File: src/uart_hold_pkg.sv
// Purpose: Shared constants for the UART holding, interrupt and DMA logic
// Assumes: One channel, 16x bit-rate tick supplied by the baud generator
// Notes:   Register addresses are the three address pins of the byte bus
package uart_hold_pkg;

  // Register addresses (A2..A0)
  localparam logic [2:0] ADDR_HOLD  = 3'h0;
  localparam logic [2:0] ADDR_MASK  = 3'h1;
  localparam logic [2:0] ADDR_FIFO  = 3'h2;
  localparam logic [2:0] ADDR_LCTRL = 3'h3;
  localparam logic [2:0] ADDR_LSTAT = 3'h5;

  // Field positions
  localparam int MASK_RX     = 0;
  localparam int MASK_TX     = 1;
  localparam int MASK_LS     = 2;
  localparam int MASK_MS     = 3;
  localparam int FCR_EN      = 0;
  localparam int FCR_RXRST   = 1;
  localparam int FCR_TXRST   = 2;
  localparam int FCR_DMA     = 3;
  localparam int FCR_TRIG_LO = 6;
  localparam int FCR_TRIG_HI = 7;
  localparam int LCR_DLAB    = 7;

  // Reset values
  localparam logic [7:0]  RST_BYTE  = 8'h00;
  localparam logic [14:0] SYNC_IDLE = 15'h7800;

  // FIFO geometry
  localparam logic [4:0] DEPTH_FIFO = 5'h10;
  localparam logic [4:0] DEPTH_ONE  = 5'h01;
  localparam logic [4:0] CNT_ZERO   = 5'h00;
  localparam logic [3:0] PTR_ONE    = 4'h1;
  localparam logic [4:0] CNT_ONE    = 5'h01;

  // Receive trigger levels selected by the two trigger bits
  localparam logic [4:0] TRIG_L0 = 5'h01;
  localparam logic [4:0] TRIG_L1 = 5'h04;
  localparam logic [4:0] TRIG_L2 = 5'h08;
  localparam logic [4:0] TRIG_L3 = 5'h0e;

  // Bit timing in 16x ticks
  localparam logic [3:0] TICK_ZERO = 4'h0;
  localparam logic [3:0] TICK_ONE  = 4'h1;
  localparam logic [3:0] TICK_LAST = 4'hf;
  localparam logic [3:0] START_MID = 4'h7;
  localparam logic [2:0] BIT_LAST  = 3'h7;
  localparam logic [2:0] BIT_ONE   = 3'h1;

  // Interrupt identification codes, bit 0 low means pending
  localparam logic [3:0] ID_NONE = 4'h1;
  localparam logic [3:0] ID_LS   = 4'h6;
  localparam logic [3:0] ID_RX   = 4'h4;
  localparam logic [3:0] ID_TX   = 4'h2;
  localparam logic [3:0] ID_MS   = 4'h0;

  typedef enum logic [1:0] {
    RX_IDLE  = 2'b00,
    RX_START = 2'b01,
    RX_DATA  = 2'b11,
    RX_STOP  = 2'b10
  } rx_state_t;

  typedef enum logic [1:0] {
    TX_IDLE  = 2'b00,
    TX_START = 2'b01,
    TX_DATA  = 2'b11,
    TX_STOP  = 2'b10
  } tx_state_t;

endpackage

File: src/uart_holding_irq_dma_logic.sv
// Purpose: UART holding registers, start-bit check, interrupt mask and DMA requests
// Assumes: i_tick16 is a one-cycle enable at sixteen times the bit rate
// Notes:   8 data bits, 1 stop bit, no parity on the line
//
// Contract
// - Holding write captures the data byte when holding register or FIFO has room.
// - Holding-empty flag sets when transmitter empties or byte moves to shift register.
// - Reading the receive holding register returns oldest byte and pops it.
// - Start edge starts 16x count; line sampled at mid start, high means discard.
// - Mask bit 3 enables the modem status interrupt, default off.
// - Mask bit 2 enables the receive line status interrupt, default off.
// - Mask bit 1 raises transmit interrupt while holding register is empty.
// - Mask bit 0 raises receive interrupt at trigger level, clears below it.
// - Interrupt on own output in 16 mode, wire-OR output in 68 mode.
// - Identification shows receive trigger while reached, clears below trigger.
// - Data ready sets when a character enters the FIFO, clears when empty.
// - FIFO on with mask bits clear gives polled mode through status bits.
// - Status bits 4, 3 and 1 report receive errors, bit 2 reads 0, bit 7 flags errored FIFO data.
// - Status bit 5 means transmit FIFO empty, bit 6 also shifter empty.
// - Mode 0: tx request low when holding empty, rx request low with data.
// - Mode 1: transmit interrupt set while any transmit FIFO location is free.
// - Mode 1: receive interrupt at trigger, rx request low once trigger level is reached.
// - Trigger level selected by the two upper FIFO control bits.
// - Mode 1: rx request returns high only when receive FIFO is empty.
// - Mode 1: tx request high only when transmit FIFO is full.
// - Holding and mask registers reachable only while divisor latch bit is 0.
`timescale 1ns/1ps

module uart_holding_irq_dma_logic
  import uart_hold_pkg::*;
(
  input  wire logic       i_ref_clk,
  input  wire logic       i_reset,
  input  wire logic       i_clk_en,
  input  wire logic       i_tick16,
  input  wire logic       i_cs_n,
  input  wire logic       i_rd_n,
  input  wire logic       i_wr_n,
  input  wire logic [2:0] i_addr,
  input  wire logic [7:0] i_data,
  input  wire logic       i_rxd,
  input  wire logic       i_modem_change,
  input  wire logic       i_bus_mode68,
  output logic      [7:0] o_data,
  output logic            o_data_oe,
  output logic            o_txd,
  output logic            o_irq,
  output logic            o_irq_wor_oe,
  output logic            o_tx_dma_request_n,
  output logic            o_rx_dma_request_n
);

  function automatic logic [3:0] ptr_inc(input logic [3:0] p);
    ptr_inc = p + PTR_ONE;
  endfunction

  function automatic logic [4:0] trig_level(input logic [1:0] sel);
    case (sel)
      2'b00:   trig_level = TRIG_L0;
      2'b01:   trig_level = TRIG_L1;
      2'b10:   trig_level = TRIG_L2;
      default: trig_level = TRIG_L3;
    endcase
  endfunction

  logic [14:0] sync1_r;
  logic [14:0] sync2_r;
  logic        rd_act;
  logic        wr_act;
  logic        rd_prev_r;
  logic        wr_prev_r;
  logic        rd_end;
  logic        wr_end;
  logic        rxd_s;
  logic        rxd_prev_r;
  logic [2:0]  bus_addr_r;
  logic [7:0]  bus_data_r;
  logic [7:0]  interrupt_mask_reg_r;
  logic [7:0]  fifo_control_reg_r;
  logic [7:0]  line_control_reg_r;
  logic        dlab;
  logic        fifo_en;
  logic        dma_mode1;
  logic        fcr_wr;
  logic        tx_clr;
  logic        rx_clr;
  logic        thr_wr;
  logic        rhr_rd;
  logic        lsr_rd;
  logic [7:0]  tx_mem [16];
  logic [3:0]  tx_wp_r;
  logic [3:0]  tx_rp_r;
  logic [4:0]  tx_cnt_r;
  logic [4:0]  cap;
  logic        tx_space;
  logic        tx_load;
  logic        thr_empty;
  logic        tx_all_empty;
  tx_state_t   tx_st_r;
  logic [3:0]  tx_tick_r;
  logic [2:0]  tx_bit_r;
  logic [7:0]  transmit_shift_reg_r;
  logic [9:0]  rx_mem [16];
  logic [3:0]  rx_wp_r;
  logic [3:0]  rx_rp_r;
  logic [4:0]  rx_cnt_r;
  logic [4:0]  rx_err_cnt_r;
  logic        rx_push;
  logic        rx_pop;
  logic        rx_full;
  rx_state_t   rx_st_r;
  logic [3:0]  rx_tick_r;
  logic [2:0]  rx_bit_r;
  logic [7:0]  rx_shift_r;
  logic        rx_done;
  logic        rx_fe;
  logic        rx_be;
  logic        overrun_r;
  logic        framing_r;
  logic        break_r;
  logic        rx_trig;
  logic        rx_hold_r;
  logic        pend_ls;
  logic        pend_rx;
  logic        pend_tx;
  logic        pend_ms;
  logic [3:0]  int_id;
  logic [7:0]  interrupt_ident_reg;
  logic [7:0]  line_status_reg;
  logic [7:0]  rd_val;
  logic        irq_r;

  ////////////////////////////////////////////////////////////////////////////
  // Pin synchronisers and bus strobes

  always_ff @(posedge i_ref_clk) begin
    if (i_reset) begin
      sync1_r <= SYNC_IDLE;
      sync2_r <= SYNC_IDLE;
    end else if (i_clk_en) begin
      sync1_r <= {i_cs_n, i_rd_n, i_wr_n, i_rxd, i_addr, i_data};
      sync2_r <= sync1_r;
    end
  end

  assign rd_act = ~sync2_r[14] & ~sync2_r[13];
  assign wr_act = ~sync2_r[14] & ~sync2_r[12];
  assign rxd_s  = sync2_r[11];
  assign rd_end = rd_prev_r & ~rd_act;
  assign wr_end = wr_prev_r & ~wr_act;

  always_ff @(posedge i_ref_clk) begin
    if (i_reset) begin
      rd_prev_r  <= 1'b0;
      wr_prev_r  <= 1'b0;
      rxd_prev_r <= 1'b1;
      bus_addr_r <= ADDR_HOLD;
      bus_data_r <= RST_BYTE;
    end else if (i_clk_en) begin
      rd_prev_r  <= rd_act;
      wr_prev_r  <= wr_act;
      rxd_prev_r <= rxd_s;
      if (rd_act || wr_act) begin
        bus_addr_r <= sync2_r[10:8];
        bus_data_r <= sync2_r[7:0];
      end
    end
  end

  ////////////////////////////////////////////////////////////////////////////
  // Control registers

  assign dlab      = line_control_reg_r[LCR_DLAB];
  assign fifo_en   = fifo_control_reg_r[FCR_EN];
  assign dma_mode1 = fifo_en & fifo_control_reg_r[FCR_DMA];
  assign fcr_wr    = wr_end && bus_addr_r == ADDR_FIFO;
  assign tx_clr    = fcr_wr && (bus_data_r[FCR_TXRST] || bus_data_r[FCR_EN] != fifo_en);
  assign rx_clr    = fcr_wr && (bus_data_r[FCR_RXRST] || bus_data_r[FCR_EN] != fifo_en);
  assign thr_wr    = wr_end && bus_addr_r == ADDR_HOLD && !dlab;
  assign rhr_rd    = rd_end && bus_addr_r == ADDR_HOLD && !dlab;
  assign lsr_rd    = rd_end && bus_addr_r == ADDR_LSTAT;

  always_ff @(posedge i_ref_clk) begin
    if (i_reset) begin
      interrupt_mask_reg_r <= RST_BYTE;
      fifo_control_reg_r   <= RST_BYTE;
      line_control_reg_r   <= RST_BYTE;
    end else if (i_clk_en && wr_end) begin
      if (bus_addr_r == ADDR_MASK && !dlab) begin
        interrupt_mask_reg_r <= {4'h0, bus_data_r[3:0]};
      end
      if (bus_addr_r == ADDR_FIFO) begin
        fifo_control_reg_r <= {bus_data_r[FCR_TRIG_HI:FCR_TRIG_LO], 2'b00,
                               bus_data_r[FCR_DMA], 2'b00, bus_data_r[FCR_EN]};
      end
      if (bus_addr_r == ADDR_LCTRL) begin
        line_control_reg_r <= bus_data_r;
      end
    end
  end

  ////////////////////////////////////////////////////////////////////////////
  // Transmit holding FIFO

  assign cap          = fifo_en ? DEPTH_FIFO : DEPTH_ONE;
  assign tx_space     = tx_cnt_r < cap;
  assign thr_empty    = tx_cnt_r == CNT_ZERO;
  assign tx_load      = tx_st_r == TX_IDLE && !thr_empty;
  assign tx_all_empty = thr_empty && tx_st_r == TX_IDLE;

  always_ff @(posedge i_ref_clk) begin
    if (i_reset) begin
      tx_wp_r  <= 4'h0;
      tx_rp_r  <= 4'h0;
      tx_cnt_r <= CNT_ZERO;
    end else if (i_clk_en) begin
      if (tx_clr) begin
        tx_wp_r  <= 4'h0;
        tx_rp_r  <= 4'h0;
        tx_cnt_r <= CNT_ZERO;
      end else begin
        if (thr_wr && tx_space) begin
          tx_mem[tx_wp_r] <= bus_data_r;
          tx_wp_r         <= ptr_inc(tx_wp_r);
        end
        if (tx_load) begin
          tx_rp_r <= ptr_inc(tx_rp_r);
        end
        if ((thr_wr && tx_space) && !tx_load) begin
          tx_cnt_r <= tx_cnt_r + CNT_ONE;
        end else if (!(thr_wr && tx_space) && tx_load) begin
          tx_cnt_r <= tx_cnt_r - CNT_ONE;
        end
      end
    end
  end

  ////////////////////////////////////////////////////////////////////////////
  // Transmit shift register

  always_ff @(posedge i_ref_clk) begin
    if (i_reset) begin
      tx_st_r              <= TX_IDLE;
      tx_tick_r            <= TICK_ZERO;
      tx_bit_r             <= 3'h0;
      transmit_shift_reg_r <= RST_BYTE;
      o_txd                <= 1'b1;
    end else if (i_clk_en) begin
      case (tx_st_r)
        TX_IDLE: begin
          o_txd <= 1'b1;
          if (tx_load) begin
            transmit_shift_reg_r <= tx_mem[tx_rp_r];
            tx_tick_r            <= TICK_ZERO;
            tx_st_r              <= TX_START;
          end
        end
        TX_START: begin
          o_txd <= 1'b0;
          if (i_tick16) begin
            tx_tick_r <= tx_tick_r + TICK_ONE;
            if (tx_tick_r == TICK_LAST) begin
              tx_bit_r <= 3'h0;
              tx_st_r  <= TX_DATA;
            end
          end
        end
        TX_DATA: begin
          o_txd <= transmit_shift_reg_r[0];
          if (i_tick16) begin
            tx_tick_r <= tx_tick_r + TICK_ONE;
            if (tx_tick_r == TICK_LAST) begin
              transmit_shift_reg_r <= {1'b0, transmit_shift_reg_r[7:1]};
              tx_bit_r             <= tx_bit_r + BIT_ONE;
              if (tx_bit_r == BIT_LAST) begin
                tx_st_r <= TX_STOP;
              end
            end
          end
        end
        TX_STOP: begin
          o_txd <= 1'b1;
          if (i_tick16) begin
            tx_tick_r <= tx_tick_r + TICK_ONE;
            if (tx_tick_r == TICK_LAST) begin
              tx_st_r <= TX_IDLE;
            end
          end
        end
        default: tx_st_r <= TX_IDLE;
      endcase
    end
  end

  ////////////////////////////////////////////////////////////////////////////
  // Receive shift register with false start rejection

  assign rx_done = rx_st_r == RX_STOP && i_tick16 && rx_tick_r == TICK_LAST;
  assign rx_fe   = ~rxd_s;
  assign rx_be   = rx_fe && rx_shift_r == RST_BYTE;

  always_ff @(posedge i_ref_clk) begin
    if (i_reset) begin
      rx_st_r    <= RX_IDLE;
      rx_tick_r  <= TICK_ZERO;
      rx_bit_r   <= 3'h0;
      rx_shift_r <= RST_BYTE;
    end else if (i_clk_en) begin
      case (rx_st_r)
        RX_IDLE: begin
          if (rxd_prev_r && !rxd_s) begin
            rx_tick_r <= TICK_ZERO;
            rx_st_r   <= RX_START;
          end
        end
        RX_START: begin
          if (i_tick16) begin
            rx_tick_r <= rx_tick_r + TICK_ONE;
            if (rx_tick_r == START_MID) begin
              rx_tick_r <= TICK_ZERO;
              rx_bit_r  <= 3'h0;
              rx_st_r   <= rxd_s ? RX_IDLE : RX_DATA;
            end
          end
        end
        RX_DATA: begin
          if (i_tick16) begin
            rx_tick_r <= rx_tick_r + TICK_ONE;
            if (rx_tick_r == TICK_LAST) begin
              rx_shift_r <= {rxd_s, rx_shift_r[7:1]};
              rx_bit_r   <= rx_bit_r + BIT_ONE;
              if (rx_bit_r == BIT_LAST) begin
                rx_st_r <= RX_STOP;
              end
            end
          end
        end
        RX_STOP: begin
          if (i_tick16) begin
            rx_tick_r <= rx_tick_r + TICK_ONE;
            if (rx_tick_r == TICK_LAST) begin
              rx_st_r <= RX_IDLE;
            end
          end
        end
        default: rx_st_r <= RX_IDLE;
      endcase
    end
  end

  ////////////////////////////////////////////////////////////////////////////
  // Receive FIFO

  assign rx_full = rx_cnt_r >= cap;
  assign rx_push = rx_done && !rx_full;
  assign rx_pop  = rhr_rd && rx_cnt_r != CNT_ZERO;

  always_ff @(posedge i_ref_clk) begin
    if (i_reset) begin
      rx_wp_r      <= 4'h0;
      rx_rp_r      <= 4'h0;
      rx_cnt_r     <= CNT_ZERO;
      rx_err_cnt_r <= CNT_ZERO;
    end else if (i_clk_en) begin
      if (rx_clr) begin
        rx_wp_r      <= 4'h0;
        rx_rp_r      <= 4'h0;
        rx_cnt_r     <= CNT_ZERO;
        rx_err_cnt_r <= CNT_ZERO;
      end else begin
        if (rx_push) begin
          rx_mem[rx_wp_r] <= {rx_be, rx_fe, rx_shift_r};
          rx_wp_r         <= ptr_inc(rx_wp_r);
        end
        if (rx_pop) begin
          rx_rp_r <= ptr_inc(rx_rp_r);
        end
        if (rx_push && !rx_pop) begin
          rx_cnt_r <= rx_cnt_r + CNT_ONE;
        end else if (!rx_push && rx_pop) begin
          rx_cnt_r <= rx_cnt_r - CNT_ONE;
        end
        if ((rx_push && rx_fe) && !(rx_pop && rx_mem[rx_rp_r][8])) begin
          rx_err_cnt_r <= rx_err_cnt_r + CNT_ONE;
        end else if (!(rx_push && rx_fe) && (rx_pop && rx_mem[rx_rp_r][8])) begin
          rx_err_cnt_r <= rx_err_cnt_r - CNT_ONE;
        end
      end
    end
  end

  always_ff @(posedge i_ref_clk) begin
    if (i_reset) begin
      overrun_r <= 1'b0;
      framing_r <= 1'b0;
      break_r   <= 1'b0;
    end else if (i_clk_en) begin
      overrun_r <= (rx_done && rx_full) || (overrun_r && !lsr_rd);
      framing_r <= rx_push && rx_fe || (framing_r && !lsr_rd);
      break_r   <= rx_push && rx_be || (break_r && !lsr_rd);
    end
  end

  ////////////////////////////////////////////////////////////////////////////
  // Status, identification and read data

  assign rx_trig = fifo_en ? rx_cnt_r >= trig_level(fifo_control_reg_r[FCR_TRIG_HI:FCR_TRIG_LO])
                           : rx_cnt_r != CNT_ZERO;
  assign pend_ls = interrupt_mask_reg_r[MASK_LS] && (overrun_r || framing_r || break_r);
  assign pend_rx = interrupt_mask_reg_r[MASK_RX] && rx_trig;
  assign pend_tx = interrupt_mask_reg_r[MASK_TX] && (dma_mode1 ? tx_space : thr_empty);
  assign pend_ms = interrupt_mask_reg_r[MASK_MS] && i_modem_change;

  always_comb begin
    if (pend_ls) begin
      int_id = ID_LS;
    end else if (pend_rx) begin
      int_id = ID_RX;
    end else if (pend_tx) begin
      int_id = ID_TX;
    end else if (pend_ms) begin
      int_id = ID_MS;
    end else begin
      int_id = ID_NONE;
    end
  end

  assign interrupt_ident_reg = {fifo_en, fifo_en, 2'b00, int_id};
  assign line_status_reg = {rx_err_cnt_r != CNT_ZERO, tx_all_empty, thr_empty,
                            break_r, framing_r, 1'b0, overrun_r, rx_cnt_r != CNT_ZERO};

  always_comb begin
    case (bus_addr_r)
      ADDR_HOLD:  rd_val = dlab ? RST_BYTE : rx_mem[rx_rp_r][7:0];
      ADDR_MASK:  rd_val = dlab ? RST_BYTE : interrupt_mask_reg_r;
      ADDR_FIFO:  rd_val = interrupt_ident_reg;
      ADDR_LCTRL: rd_val = line_control_reg_r;
      ADDR_LSTAT: rd_val = line_status_reg;
      default:    rd_val = RST_BYTE;
    endcase
  end

  always_ff @(posedge i_ref_clk) begin
    if (i_reset) begin
      o_data    <= RST_BYTE;
      o_data_oe <= 1'b0;
    end else if (i_clk_en) begin
      o_data    <= rd_val;
      o_data_oe <= rd_act;
    end
  end

  ////////////////////////////////////////////////////////////////////////////
  // Interrupt output and DMA requests

  always_ff @(posedge i_ref_clk) begin
    if (i_reset) begin
      irq_r <= 1'b0;
    end else if (i_clk_en) begin
      irq_r <= pend_ls || pend_rx || pend_tx || pend_ms;
    end
  end

  assign o_irq        = irq_r && !i_bus_mode68;
  assign o_irq_wor_oe = irq_r && i_bus_mode68;

  always_ff @(posedge i_ref_clk) begin
    if (i_reset) begin
      rx_hold_r <= 1'b0;
    end else if (i_clk_en) begin
      if (rx_trig) begin
        rx_hold_r <= 1'b1;
      end else if (rx_cnt_r == CNT_ZERO) begin
        rx_hold_r <= 1'b0;
      end
    end
  end

  always_ff @(posedge i_ref_clk) begin
    if (i_reset) begin
      o_tx_dma_request_n <= 1'b0;
      o_rx_dma_request_n <= 1'b1;
    end else if (i_clk_en) begin
      if (dma_mode1) begin
        o_tx_dma_request_n <= !tx_space;
        o_rx_dma_request_n <= !(rx_hold_r && rx_cnt_r != CNT_ZERO);
      end else begin
        o_tx_dma_request_n <= !thr_empty;
        o_rx_dma_request_n <= rx_cnt_r == CNT_ZERO;
      end
    end
  end

endmodule

File: config.mk
export PLATFORM = sky130hd
export DESIGN_NAME = uart_holding_irq_dma_logic
export DESIGN_NICKNAME = d
export VERILOG_FILES = /design/src/uart_hold_pkg.sv /design/src/uart_holding_irq_dma_logic.sv
export SDC_FILE = /design/constraint.sdc
export NUM_CORES = 1
export LEC_CHECK = 0
export ABC_AREA = 1
export BUFFER_PORTS_ARGS = -buffer_cell sky130_fd_sc_hd__buf_2
export CORE_MARGIN = 5
export CORE_UTILIZATION = 40
export CTS_CLUSTER_DIAMETER = 100
export DETAILED_ROUTE_END_ITERATION = 12
export PLACE_DENSITY = 0.61
export SYNTH_ARGS = -nofsm -noshare
export SYNTH_HDL_FRONTEND = slang
export SYNTH_SLANG_ARGS = --single-unit
File: constraint.sdc
create_clock -name i_ref_clk -period 5.8 [get_ports i_ref_clk]
set_input_delay 0 -clock i_ref_clk [delete_from_list [all_inputs] [get_ports i_ref_clk]]
set_output_delay 0 -clock i_ref_clk [all_outputs]
set_load 0.005 [all_outputs]
==> flow_metrics.env, run 1 <==
export IMPL_critPathLaunchType="flop"
export IMPL_initial_utilization_pct=40.1
export IMPL_diodes=0
export IMPL_grt_max_degree=75
export IMPL_fin_nets=1811
export IMPL_synth_ff_latch_count=421
export IMPL_num_rows=77
export IMPL_drcViolationCount=0
export IMPL_grt_util_all_layers_pct=17.2
export IMPL_ys_seq_area_share_pct=63.3
export IMPL_synth_area_um2=17600
export IMPL_required_ns=6.28
export IMPL_multi_input_area_um2=5750
export IMPL_total_power_w=0.00685
export IMPL_p_per_area_nw_per_um2=345
export IMPL_die_h_um=220
export IMPL_finalCriticalPeriod_ns=3.16
export IMPL_yosysMostFrequentCell="nor2_1"
export IMPL_yosysWarnings=0
export IMPL_avgSynthCellArea_um2=10.2
export IMPL_via_per_inst=5.30
export IMPL_fp_dieW_um=220
export IMPL_gr_total_overflow=0
export IMPL_clk_path_buf_depth=3
export IMPL_synthToLayoutAreaGrowth_pct=12.7
export IMPL_io_buffers=34
export IMPL_r2r_slack_ns=2.64
export IMPL_core_area_um2=43900
export IMPL_hold_violations=0
export IMPL_max_freq_mhz=317
export IMPL_worstSetupPathType="flop to flop"
export IMPL_ant_nets=0
export IMPL_critPathMaxFanout=70
export IMPL_drv_cap=0
export IMPL_drive_gt1_share_pct=8.33
export IMPL_fin_ws_ns=2.64
export IMPL_setup_viol=0
export IMPL_place_ws_ns=2.65
export IMPL_syn_nets=1783
export IMPL_clock_sinks=421
export IMPL_grt_pass1_vias=12100
export IMPL_post_cts_resized=0
export IMPL_seq_area_um2=11200
export IMPL_async_flop_share_pct=0
export IMPL_cts_root_buf="clkbuf_16"
export IMPL_ys_top_cells_by_area="edfxtp_1 (46%), dfxtp_1 (17%), nor2_1 (6.0%)"
export IMPL_synth_cells=1727
export IMPL_synth_edff_count=272
export IMPL_leakagePower_nw=7.43
export IMPL_clock_skew_ns=0.0101
export IMPL_rsz0062_at_grt="no"
export IMPL_ir_worst_vdd_mv=0.268
export IMPL_io_pins=35
export IMPL_final_util_pct=45.2
export IMPL_maxSlewHeadroom_pct=27.4
export IMPL_synth_top_area_cell="edfxtp_1"
export IMPL_fill_cells=4101
export IMPL_cts_buffers=44
export IMPL_hp_class="input pin to flop"
export IMPL_worst_pin_slew_ns=1.09
export IMPL_drtIter0Drc=1144
export IMPL_critical_path_arrival_ns=3.63
export IMPL_wl_mm=41.8
export IMPL_drv_slew=0
export IMPL_htree_levels=2
export IMPL_crit_path_end_kind="flop"
export IMPL_tns_ns=0
export IMPL_place_congestion=0.902
export IMPL_status="finished clean"
export IMPL_clk_latency_ns=0.55
export IMPL_synth_top_area_share_pct=46.3
export IMPL_vias=12600
export IMPL_antenna_found_initial=1
export IMPL_yosys_top_cells_count="nor2_1 (283), edfxtp_1 (272), nand2_1 (235), o21ai_0 (186), dfxtp_1 (149)"
export IMPL_first_pass_iters=7
export IMPL_dp_hpwl_mm=26.4
export IMPL_fin_crit_sh_pct=54.4
export IMPL_ys_types=47
export IMPL_ys_flop_type="edfxtp_1"
export IMPL_die_area_um2=48400
export IMPL_cts_tree="done"
export IMPL_routedWlPerCell_um=17.6
export IMPL_clk_pin_slew_ns=0.06
export IMPL_grt_pass1_wl_mm=66.5
## layout by cell type (no fill, tap or decap), types with 7 or more instances in the layout
cell type	count
nor2_1	283
edfxtp_1	272
nand2_1	235
o21ai_0	186
dfxtp_1	147
nand3_1	128
a21oi_1	88
inv_1	80
clkbuf_16	46
buf_2	34
o221ai_1	32
ha_1	32
o22ai_1	21
dlygate4sd3_1	21
clkbuf_1	18
xor2_1	15
inv_2	14
o211ai_1	14
nor4_1	12
nand4_1	11
nor3_1	8
buf_4	8
clkbuf_8	7
## registers in the layout (all words and copies together), names as in the netlist, 5 cells and up, named ones only
name,count
rx_mem,144
tx_mem,128
sync1_r,15
sync2_r,15
bus_data_r,8
line_control_reg_r,8
o_data,8
rx_shift_r,8
transmit_shift_reg_r,8
rx_cnt_r,5
rx_err_cnt_r,5
tx_cnt_r,5
## through the flow
stage / cells / instance area, µm² / hold WS [ns]
2_1_floorplan: 1727 / 17600 / 0.0311
3_3_place_gp: 2280 / 18200 / 0.214
3_5_place_dp: 2280 / 18200 / 0.221
4_1_cts: 2380 / 19900 / 0.00301
5_1_grt: 2380 / 19900 / 0.0225
6_report: 2380 / 19900 / 0.0291
## worst max-delay path, stage by stage, from the launching register on
cell,delay [ns]
dfxtp_2,0.32
inv_2,0.77
nand2_1,0.15
nand3_1,0.14
nand3_1,0.11
nand3_1,0.17
nand3_2,0.10
nand2_2,0.16
ha_1,0.30
a21oi_1,0.15
nand2_1,0.07
xor2_1,0.20
inv_1,0.06
nand2_1,0.06
nand2_1,0.05
nor2_1,0.08
nand2_1,0.05
a21oi_1,0.11
## path summary, 6_finish.rpt
path | start | to | depth (start not counted)
setup reg to reg | flop | rx_err_cnt_r[4]$_SDFFE_PP0P_ | 17
setup / recovery | flop | rx_err_cnt_r[4]$_SDFFE_PP0P_ | 17
hold reg to reg | rx_bit_r[2]$_SDFFE_PP0P_ | rx_bit_r[2]$_SDFFE_PP0P_ | 2
hold / removal | i_tick16 | overrun_r$_SDFFE_PP0P_ | 5
## layer usage
layer	global-route usage, %	share of wire, %	vias up
li1	-	-	6103
met1	24.1	45	6082
met2	27.5	47	356
met3	2.75	5.2	75
met4	5.68	2.7	0
met5	0	0	-
## what timing repair did
item | CTS | global route
hold buffers | 21 | 0
setup buffers | 0 | 0
endpoints found under the hold margin | 25 | 0
## cell type report
class	count	share of cell area [%]
clock buffers	71	6.62
clock inverters	8	0.479
repair buffers	63	2.22
multi-input cells	1127	29.0
flip-flops and latches	421	56.1
well taps	592	3.73
inverters	98	1.86
## logic make-up (layout without fill, tap and decap cells)
logic type / after synthesis / count (layout) / share of synthesized area, %
compound gates: 369 / 369 / 12.0
xor+xnor: 18 / 18 / 0.894
fa+ha+maj: 35 / 35 / 2.61
buf+inv: 179 / 240 / 4.10
flops: 421 / 421 / 63.3
simple gates: 705 / 705 / 17.2
## power breakdown
part / total, W / switching [W] / internal (W)
registers: 0.00331 / 0.0000655 / 0.00324
clock network: 0.00275 / 0.00112 / 0.00164
logic: 0.000794 / 0.000538 / 0.000256
total: 0.00685 / 0.00172 / 0.00513
Power figures use the tool's default switching activity.
==> run 2: changes to the inputs <==
- clock period: 5.8 -> 3 ns (I/O delays scaled with it)
==> flow_metrics.env, run 2 (same netlist as run 1, synthesis figures left out) <==
export IMPL_drtIter0Drc=1033
export IMPL_clk_pin_slew_ns=0.06
export IMPL_fin_nets=1866
export IMPL_drive_gt1_share_pct=11.8
export IMPL_clock_skew_ns=0.0217
export IMPL_reg2regPathDepth=17
export IMPL_switching_share_pct=25.3
export IMPL_r2r_slack_ns=0.32
export IMPL_wl_mm=42.8
export IMPL_setup_viol=0
export IMPL_place_congestion=0.887
export IMPL_vias=12800
export IMPL_combPwrFrac_pct=11.4
export IMPL_finalCriticalPeriod_ns=2.68
export IMPL_io_buffers=34
export IMPL_diodes=0
export IMPL_place_ws_ns=0.307
export IMPL_fp_dieW_um=220
export IMPL_routedWlPerCell_um=17.6
export IMPL_grt_pass1_vias=12400
export IMPL_critPathLaunchType="flop"
export IMPL_final_common_cell="nor2_1"
export IMPL_hold_start="i_rxd"
export IMPL_maxSlewHeadroom_pct=35.3
export IMPL_hp_class="input pin to flop"
export IMPL_grt_max_degree=75
export IMPL_power_frac_clock_pct=42.2
export IMPL_grt_util_all_layers_pct=17.7
export IMPL_drv_slew=0
export IMPL_leakagePower_nw=7.79
export IMPL_final_util_pct=46.6
export IMPL_num_rows=77
export IMPL_clk_path_buf_depth=3
export IMPL_cts_setup_buffers=0
export IMPL_cts_buffers=43
export IMPL_clk_latency_ns=0.58
export IMPL_required_ns=3.49
export IMPL_critical_path_endpoint="rx_err_cnt_r[4]$_SDFFE_PP0P_"
export IMPL_max_freq_mhz=373
export IMPL_core_area_um2=43900
export IMPL_initial_utilization_pct=40.1
export IMPL_worstSetupPathType="flop to flop"
export IMPL_final_cell_mix="nor2_1 (283), edfxtp_1 (272), nand2_1 (235), o21ai_0 (186), dfxtp_1 (147)"
export IMPL_io_pins=35
export IMPL_via_per_inst=5.25
export IMPL_die_area_um2=48400
export IMPL_antenna_found_initial=0
export IMPL_drv_cap=0
export IMPL_fin_crit_sh_pct=89.3
export IMPL_p_int_w=0.0103
export IMPL_synthToLayoutAreaGrowth_pct=16.2
export IMPL_cts_root_buf="clkbuf_16"
export IMPL_fin_ws_ns=0.320
export IMPL_first_pass_iters=5
export IMPL_reg_largest_list="rx_mem: 144 flops, tx_mem: 128 flops"
export IMPL_largest_register="rx_mem"
export IMPL_hold_violations=0
export IMPL_status="finished clean"
export IMPL_switching_power_w=0.00349
export IMPL_tns_ns=0
export IMPL_gr_total_overflow=0
export IMPL_ant_nets=0
export IMPL_htree_levels=2
export IMPL_worstReg2RegEnd="rx_err_cnt_r[4]$_SDFFE_PP0P_"
export IMPL_clock_sinks=421
export IMPL_largest_register_ffs=144
export IMPL_die_h_um=220
export IMPL_crit_path_end_kind="flop"
export IMPL_p_per_area_nw_per_um2=673
export IMPL_cts_tree="done"
export IMPL_worst_pin_slew_ns=0.969
export IMPL_grt_pass1_wl_mm=68.0
export IMPL_critPathMaxFanout=74
export IMPL_drcViolationCount=0
export IMPL_dp_hpwl_mm=27.3
export IMPL_seqPwrFrac_pct=46.3
export IMPL_ir_worst_vdd_mv=0.465
export IMPL_rsz0062_at_grt="no"
export IMPL_critical_path_arrival_ns=3.17
## run 2: per-stage QoR
stage / power (W) / instance area [µm²] / std cells / hold WS (ns)
after floorplan: 0.00762 / 17600 / 1727 / 0.0311
after global placement: 0.00802 / 18700 / 2335 / 0.215
after detailed placement: 0.00806 / 18700 / 2335 / 0.223
after CTS: 0.0139 / 20500 / 2437 / 0.158
after global routing: 0.0144 / 20500 / 2437 / 0.192
final: 0.0138 / 20500 / 2437 / 0.187
## run 2: final cells by class
class / instances / area, µm²
fill: 4098 / 23500
sequential: 421 / 11200
multi-input combinational: 1127 / 5780
clock buffer: 53 / 1140
timing repair buffer: 119 / 888
tap: 592 / 741
clock inverter: 27 / 408
inverter: 98 / 370
## run 2: routing by layer
layer	share of wire, %	up-vias	track usage [%]	routed length [µm]
met5	0	-	0	0
met4	2.9	0	5.99	1250
met3	5.0	84	2.71	2150
met2	47	317	28.6	20200
met1	45	6174	24.4	19300
li1	-	6227	-	-
## run 2: worst min path at each step
stage	endpoint	cells after the start	slack, ns
after floorplan	o_irq	1	0.03
after global placement	sync1_r[11]$_SDFFE_PP1P_	3	0.22
after detailed placement	sync1_r[12]$_SDFFE_PP1P_	3	0.22
after CTS	sync1_r[11]$_SDFFE_PP1P_	4	0.16
after global routing	sync1_r[6]$_SDFFE_PP0P_	4	0.19
final	sync1_r[11]$_SDFFE_PP1P_	4	0.19
## run 2: worst max-delay path: stages, from the launching register on
cell     delay (ns)
dfxtp_2        0.36
buf_12         0.27
nand2_1        0.10
nand3_1        0.11
nand3_1        0.08
nand3_1        0.20
nand3_2        0.11
nand2_2        0.19
ha_1           0.30
a21oi_1        0.15
nand2_1        0.10
xor2_2         0.15
inv_1          0.06
nand2_1        0.06
nand2_1        0.05
nor2_1         0.08
nand2_1        0.06
a21oi_1        0.11
## run 2: power by group through the flow
stage	clock, W	sequential [W]	combinational, W
global route	0.00620	0.00640	0.00178
detailed placement	0	0.00651	0.00155
CTS	0.00594	0.00639	0.00157
finish	0.00583	0.00639	0.00158
global placement	0	0.00651	0.00151
floorplan	0	0.00648	0.00114
## run 2: repair_timing
action,CTS,global route
hold buffers,22,0
setup endpoints to repair,0,1
endpoints found under the hold margin,24,0
gates resized for setup,0,3
==> run 3: changes to the inputs <==
- PLACE_DENSITY: 0.61 -> 0.66
==> flow_metrics.env, run 3 (same netlist as run 1, synthesis figures left out) <==
export IMPL_fin_nets=1861
export IMPL_combPwrFrac_pct=11.8
export IMPL_final_cell_mix="nor2_1 (283), edfxtp_1 (272), nand2_1 (235), o21ai_0 (186), dfxtp_1 (147)"
export IMPL_fin_crit_sh_pct=91.1
export IMPL_worstSetupPathType="flop to flop"
export IMPL_reg2reg_from="rx_cnt_r[0]$_SDFFE_PP0P_"
export IMPL_clk_latency_ns=0.56
export IMPL_hold_violations=0
export IMPL_cts_buffers=43
export IMPL_ir_worst_vdd_mv=0.426
export IMPL_grt_util_all_layers_pct=17.2
export IMPL_cts_tree="done"
export IMPL_via_per_inst=5.28
export IMPL_place_area_um2=18700
export IMPL_leakagePower_nw=7.66
export IMPL_diodes=0
export IMPL_setup_viol=0
export IMPL_final_common_cell="nor2_1"
export IMPL_htree_levels=2
export IMPL_tns_ns=0
export IMPL_final_util_pct=45.9
export IMPL_final_area_um2=20200
export IMPL_hold_start="i_rd_n"
export IMPL_required_ns=3.49
export IMPL_switching_share_pct=26.4
export IMPL_worst_pin_slew_ns=0.966
export IMPL_p_per_area_nw_per_um2=644
export IMPL_switching_power_w=0.00343
export IMPL_grt_pass1_wl_mm=66.5
export IMPL_ant_nets=0
export IMPL_first_pass_iters=5
export IMPL_drv_slew=0
export IMPL_largest_register="rx_mem"
export IMPL_cts_setup_buffers=0
export IMPL_worstReg2RegEnd="rx_err_cnt_r[4]$_SDFFE_PP0P_"
export IMPL_dp_hpwl_mm=26.7
export IMPL_die_area_um2=48400
export IMPL_hold_depth=4
export IMPL_post_cts_resized=0
export IMPL_min_to="sync1_r[13]$_SDFFE_PP1P_"
export IMPL_fill_cells=4068
export IMPL_drv_cap=0
export IMPL_critPathLaunchType="flop"
export IMPL_grt_max_degree=75
export IMPL_initial_utilization_pct=40.1
export IMPL_core_area_um2=43900
export IMPL_crit_path_end_kind="flop"
export IMPL_power_frac_clock_pct=38.7
export IMPL_drcViolationCount=0
export IMPL_hold_buffers=19
export IMPL_max_freq_mhz=366
export IMPL_multi_input_area_um2=5750
export IMPL_clock_skew_ns=0.0214
export IMPL_gr_total_overflow=0
export IMPL_grt_pass1_vias=12100
export IMPL_maxSlewHeadroom_pct=35.5
export IMPL_drive_gt1_share_pct=10.8
export IMPL_place_congestion=0.894
export IMPL_p_int_w=0.00956
export IMPL_clk_path_buf_depth=3
export IMPL_clk_pin_slew_ns=0.06
export IMPL_rsz0062_at_grt="no"
export IMPL_reg2regPathDepth=18
export IMPL_io_buffers=34
export IMPL_critical_path_arrival_ns=3.22
export IMPL_seq_area_um2=11200
export IMPL_critPathMaxFanout=6
export IMPL_synthToLayoutAreaGrowth_pct=14.4
export IMPL_fp_dieW_um=220
export IMPL_num_rows=77
export IMPL_vias=12800
export IMPL_wl_mm=42.0
export IMPL_largest_register_ffs=144
export IMPL_routedWlPerCell_um=17.3
export IMPL_finalCriticalPeriod_ns=2.73
export IMPL_seqPwrFrac_pct=49.5
export IMPL_fin_ws_ns=0.267
export IMPL_hp_class="input pin to flop"
export IMPL_clock_sinks=421
export IMPL_cts_root_buf="clkbuf_16"
export IMPL_place_ws_ns=0.298
export IMPL_die_h_um=220
export IMPL_r2r_slack_ns=0.27
export IMPL_io_pins=35
export IMPL_reg_largest_list="rx_mem: 144 flops, tx_mem: 128 flops"
export IMPL_antenna_found_initial=0
export IMPL_status="finished clean"
export IMPL_drtIter0Drc=1102
[run 3: final cells by class]
cell class / instances / share of cell area (%)
tap: 592 / 3.67
clock inverter: 20 / 0.813
sequential: 421 / 55.3
inverter: 98 / 1.84
timing repair buffer: 114 / 4.18
clock buffer: 58 / 5.66
multi-input combinational: 1127 / 28.5
[run 3: per-layer routing]
layer | global-route usage, % | share of wire [%] | vias to the layer above
met5 | 0 | 0 | -
met4 | 5.33 | 2.9 | 0
met3 | 2.76 | 5.8 | 89
met2 | 27.0 | 46 | 371
met1 | 24.5 | 45 | 6155
li1 | - | - | 6222
[run 3: power by group through the flow]
| stage | clock network, W | logic [W] | registers, W |
|---|---|---|---|
| after floorplan | 0 | 0.00114 | 0.00648 |
| after global placement | 0 | 0.00145 | 0.00654 |
| after detailed placement | 0 | 0.00150 | 0.00655 |
| after CTS | 0.00511 | 0.00153 | 0.00643 |
| after global routing | 0.00537 | 0.00173 | 0.00645 |
| final | 0.00503 | 0.00153 | 0.00643 |
[run 3: how the worst max path moves through the flow]
stage                                             startpoint                           end  slack [ns]  cells after the start
after floorplan           fifo_control_reg_r[0]$_SDFFE_PP0P_  rx_err_cnt_r[4]$_SDFFE_PP0P_        0.53                     18
final                               rx_cnt_r[0]$_SDFFE_PP0P_  rx_err_cnt_r[4]$_SDFFE_PP0P_        0.27                     18
after global placement              rx_cnt_r[0]$_SDFFE_PP0P_  rx_err_cnt_r[4]$_SDFFE_PP0P_        0.32                     18
after global routing                rx_cnt_r[0]$_SDFFE_PP0P_  rx_err_cnt_r[4]$_SDFFE_PP0P_        0.10                     18
after CTS                           rx_cnt_r[0]$_SDFFE_PP0P_  rx_err_cnt_r[4]$_SDFFE_PP0P_        0.29                     18
after detailed placement            rx_cnt_r[0]$_SDFFE_PP0P_  rx_err_cnt_r[4]$_SDFFE_PP0P_        0.30                     18
[run 3: through the flow]
stage / power [W] / hold WS [ns] / cells
after global placement: 0.00800 / 0.211 / 2333
after floorplan: 0.00762 / 0.0311 / 1727
after CTS: 0.0131 / 0.197 / 2430
after global routing: 0.0135 / 0.216 / 2430
final: 0.0130 / 0.205 / 2430
after detailed placement: 0.00805 / 0.222 / 2333
[run 3: critical path, cell delays in order, from the launching register on]
cell and delay [ns]:
dfxtp_1 0.38, inv_1 0.11, ha_1 0.28, nor2_1 0.10, nand3_1 0.07, nand2_1 0.12
nand4_1 0.16, inv_1 0.13, nand2_2 0.13, fa_1 0.42, nand3_1 0.10, nand2_1 0.06
xor2_1 0.18, inv_1 0.06, nand2_1 0.06, nand2_1 0.05, nor2_1 0.09, nand2_1 0.06
a21oi_1 0.11
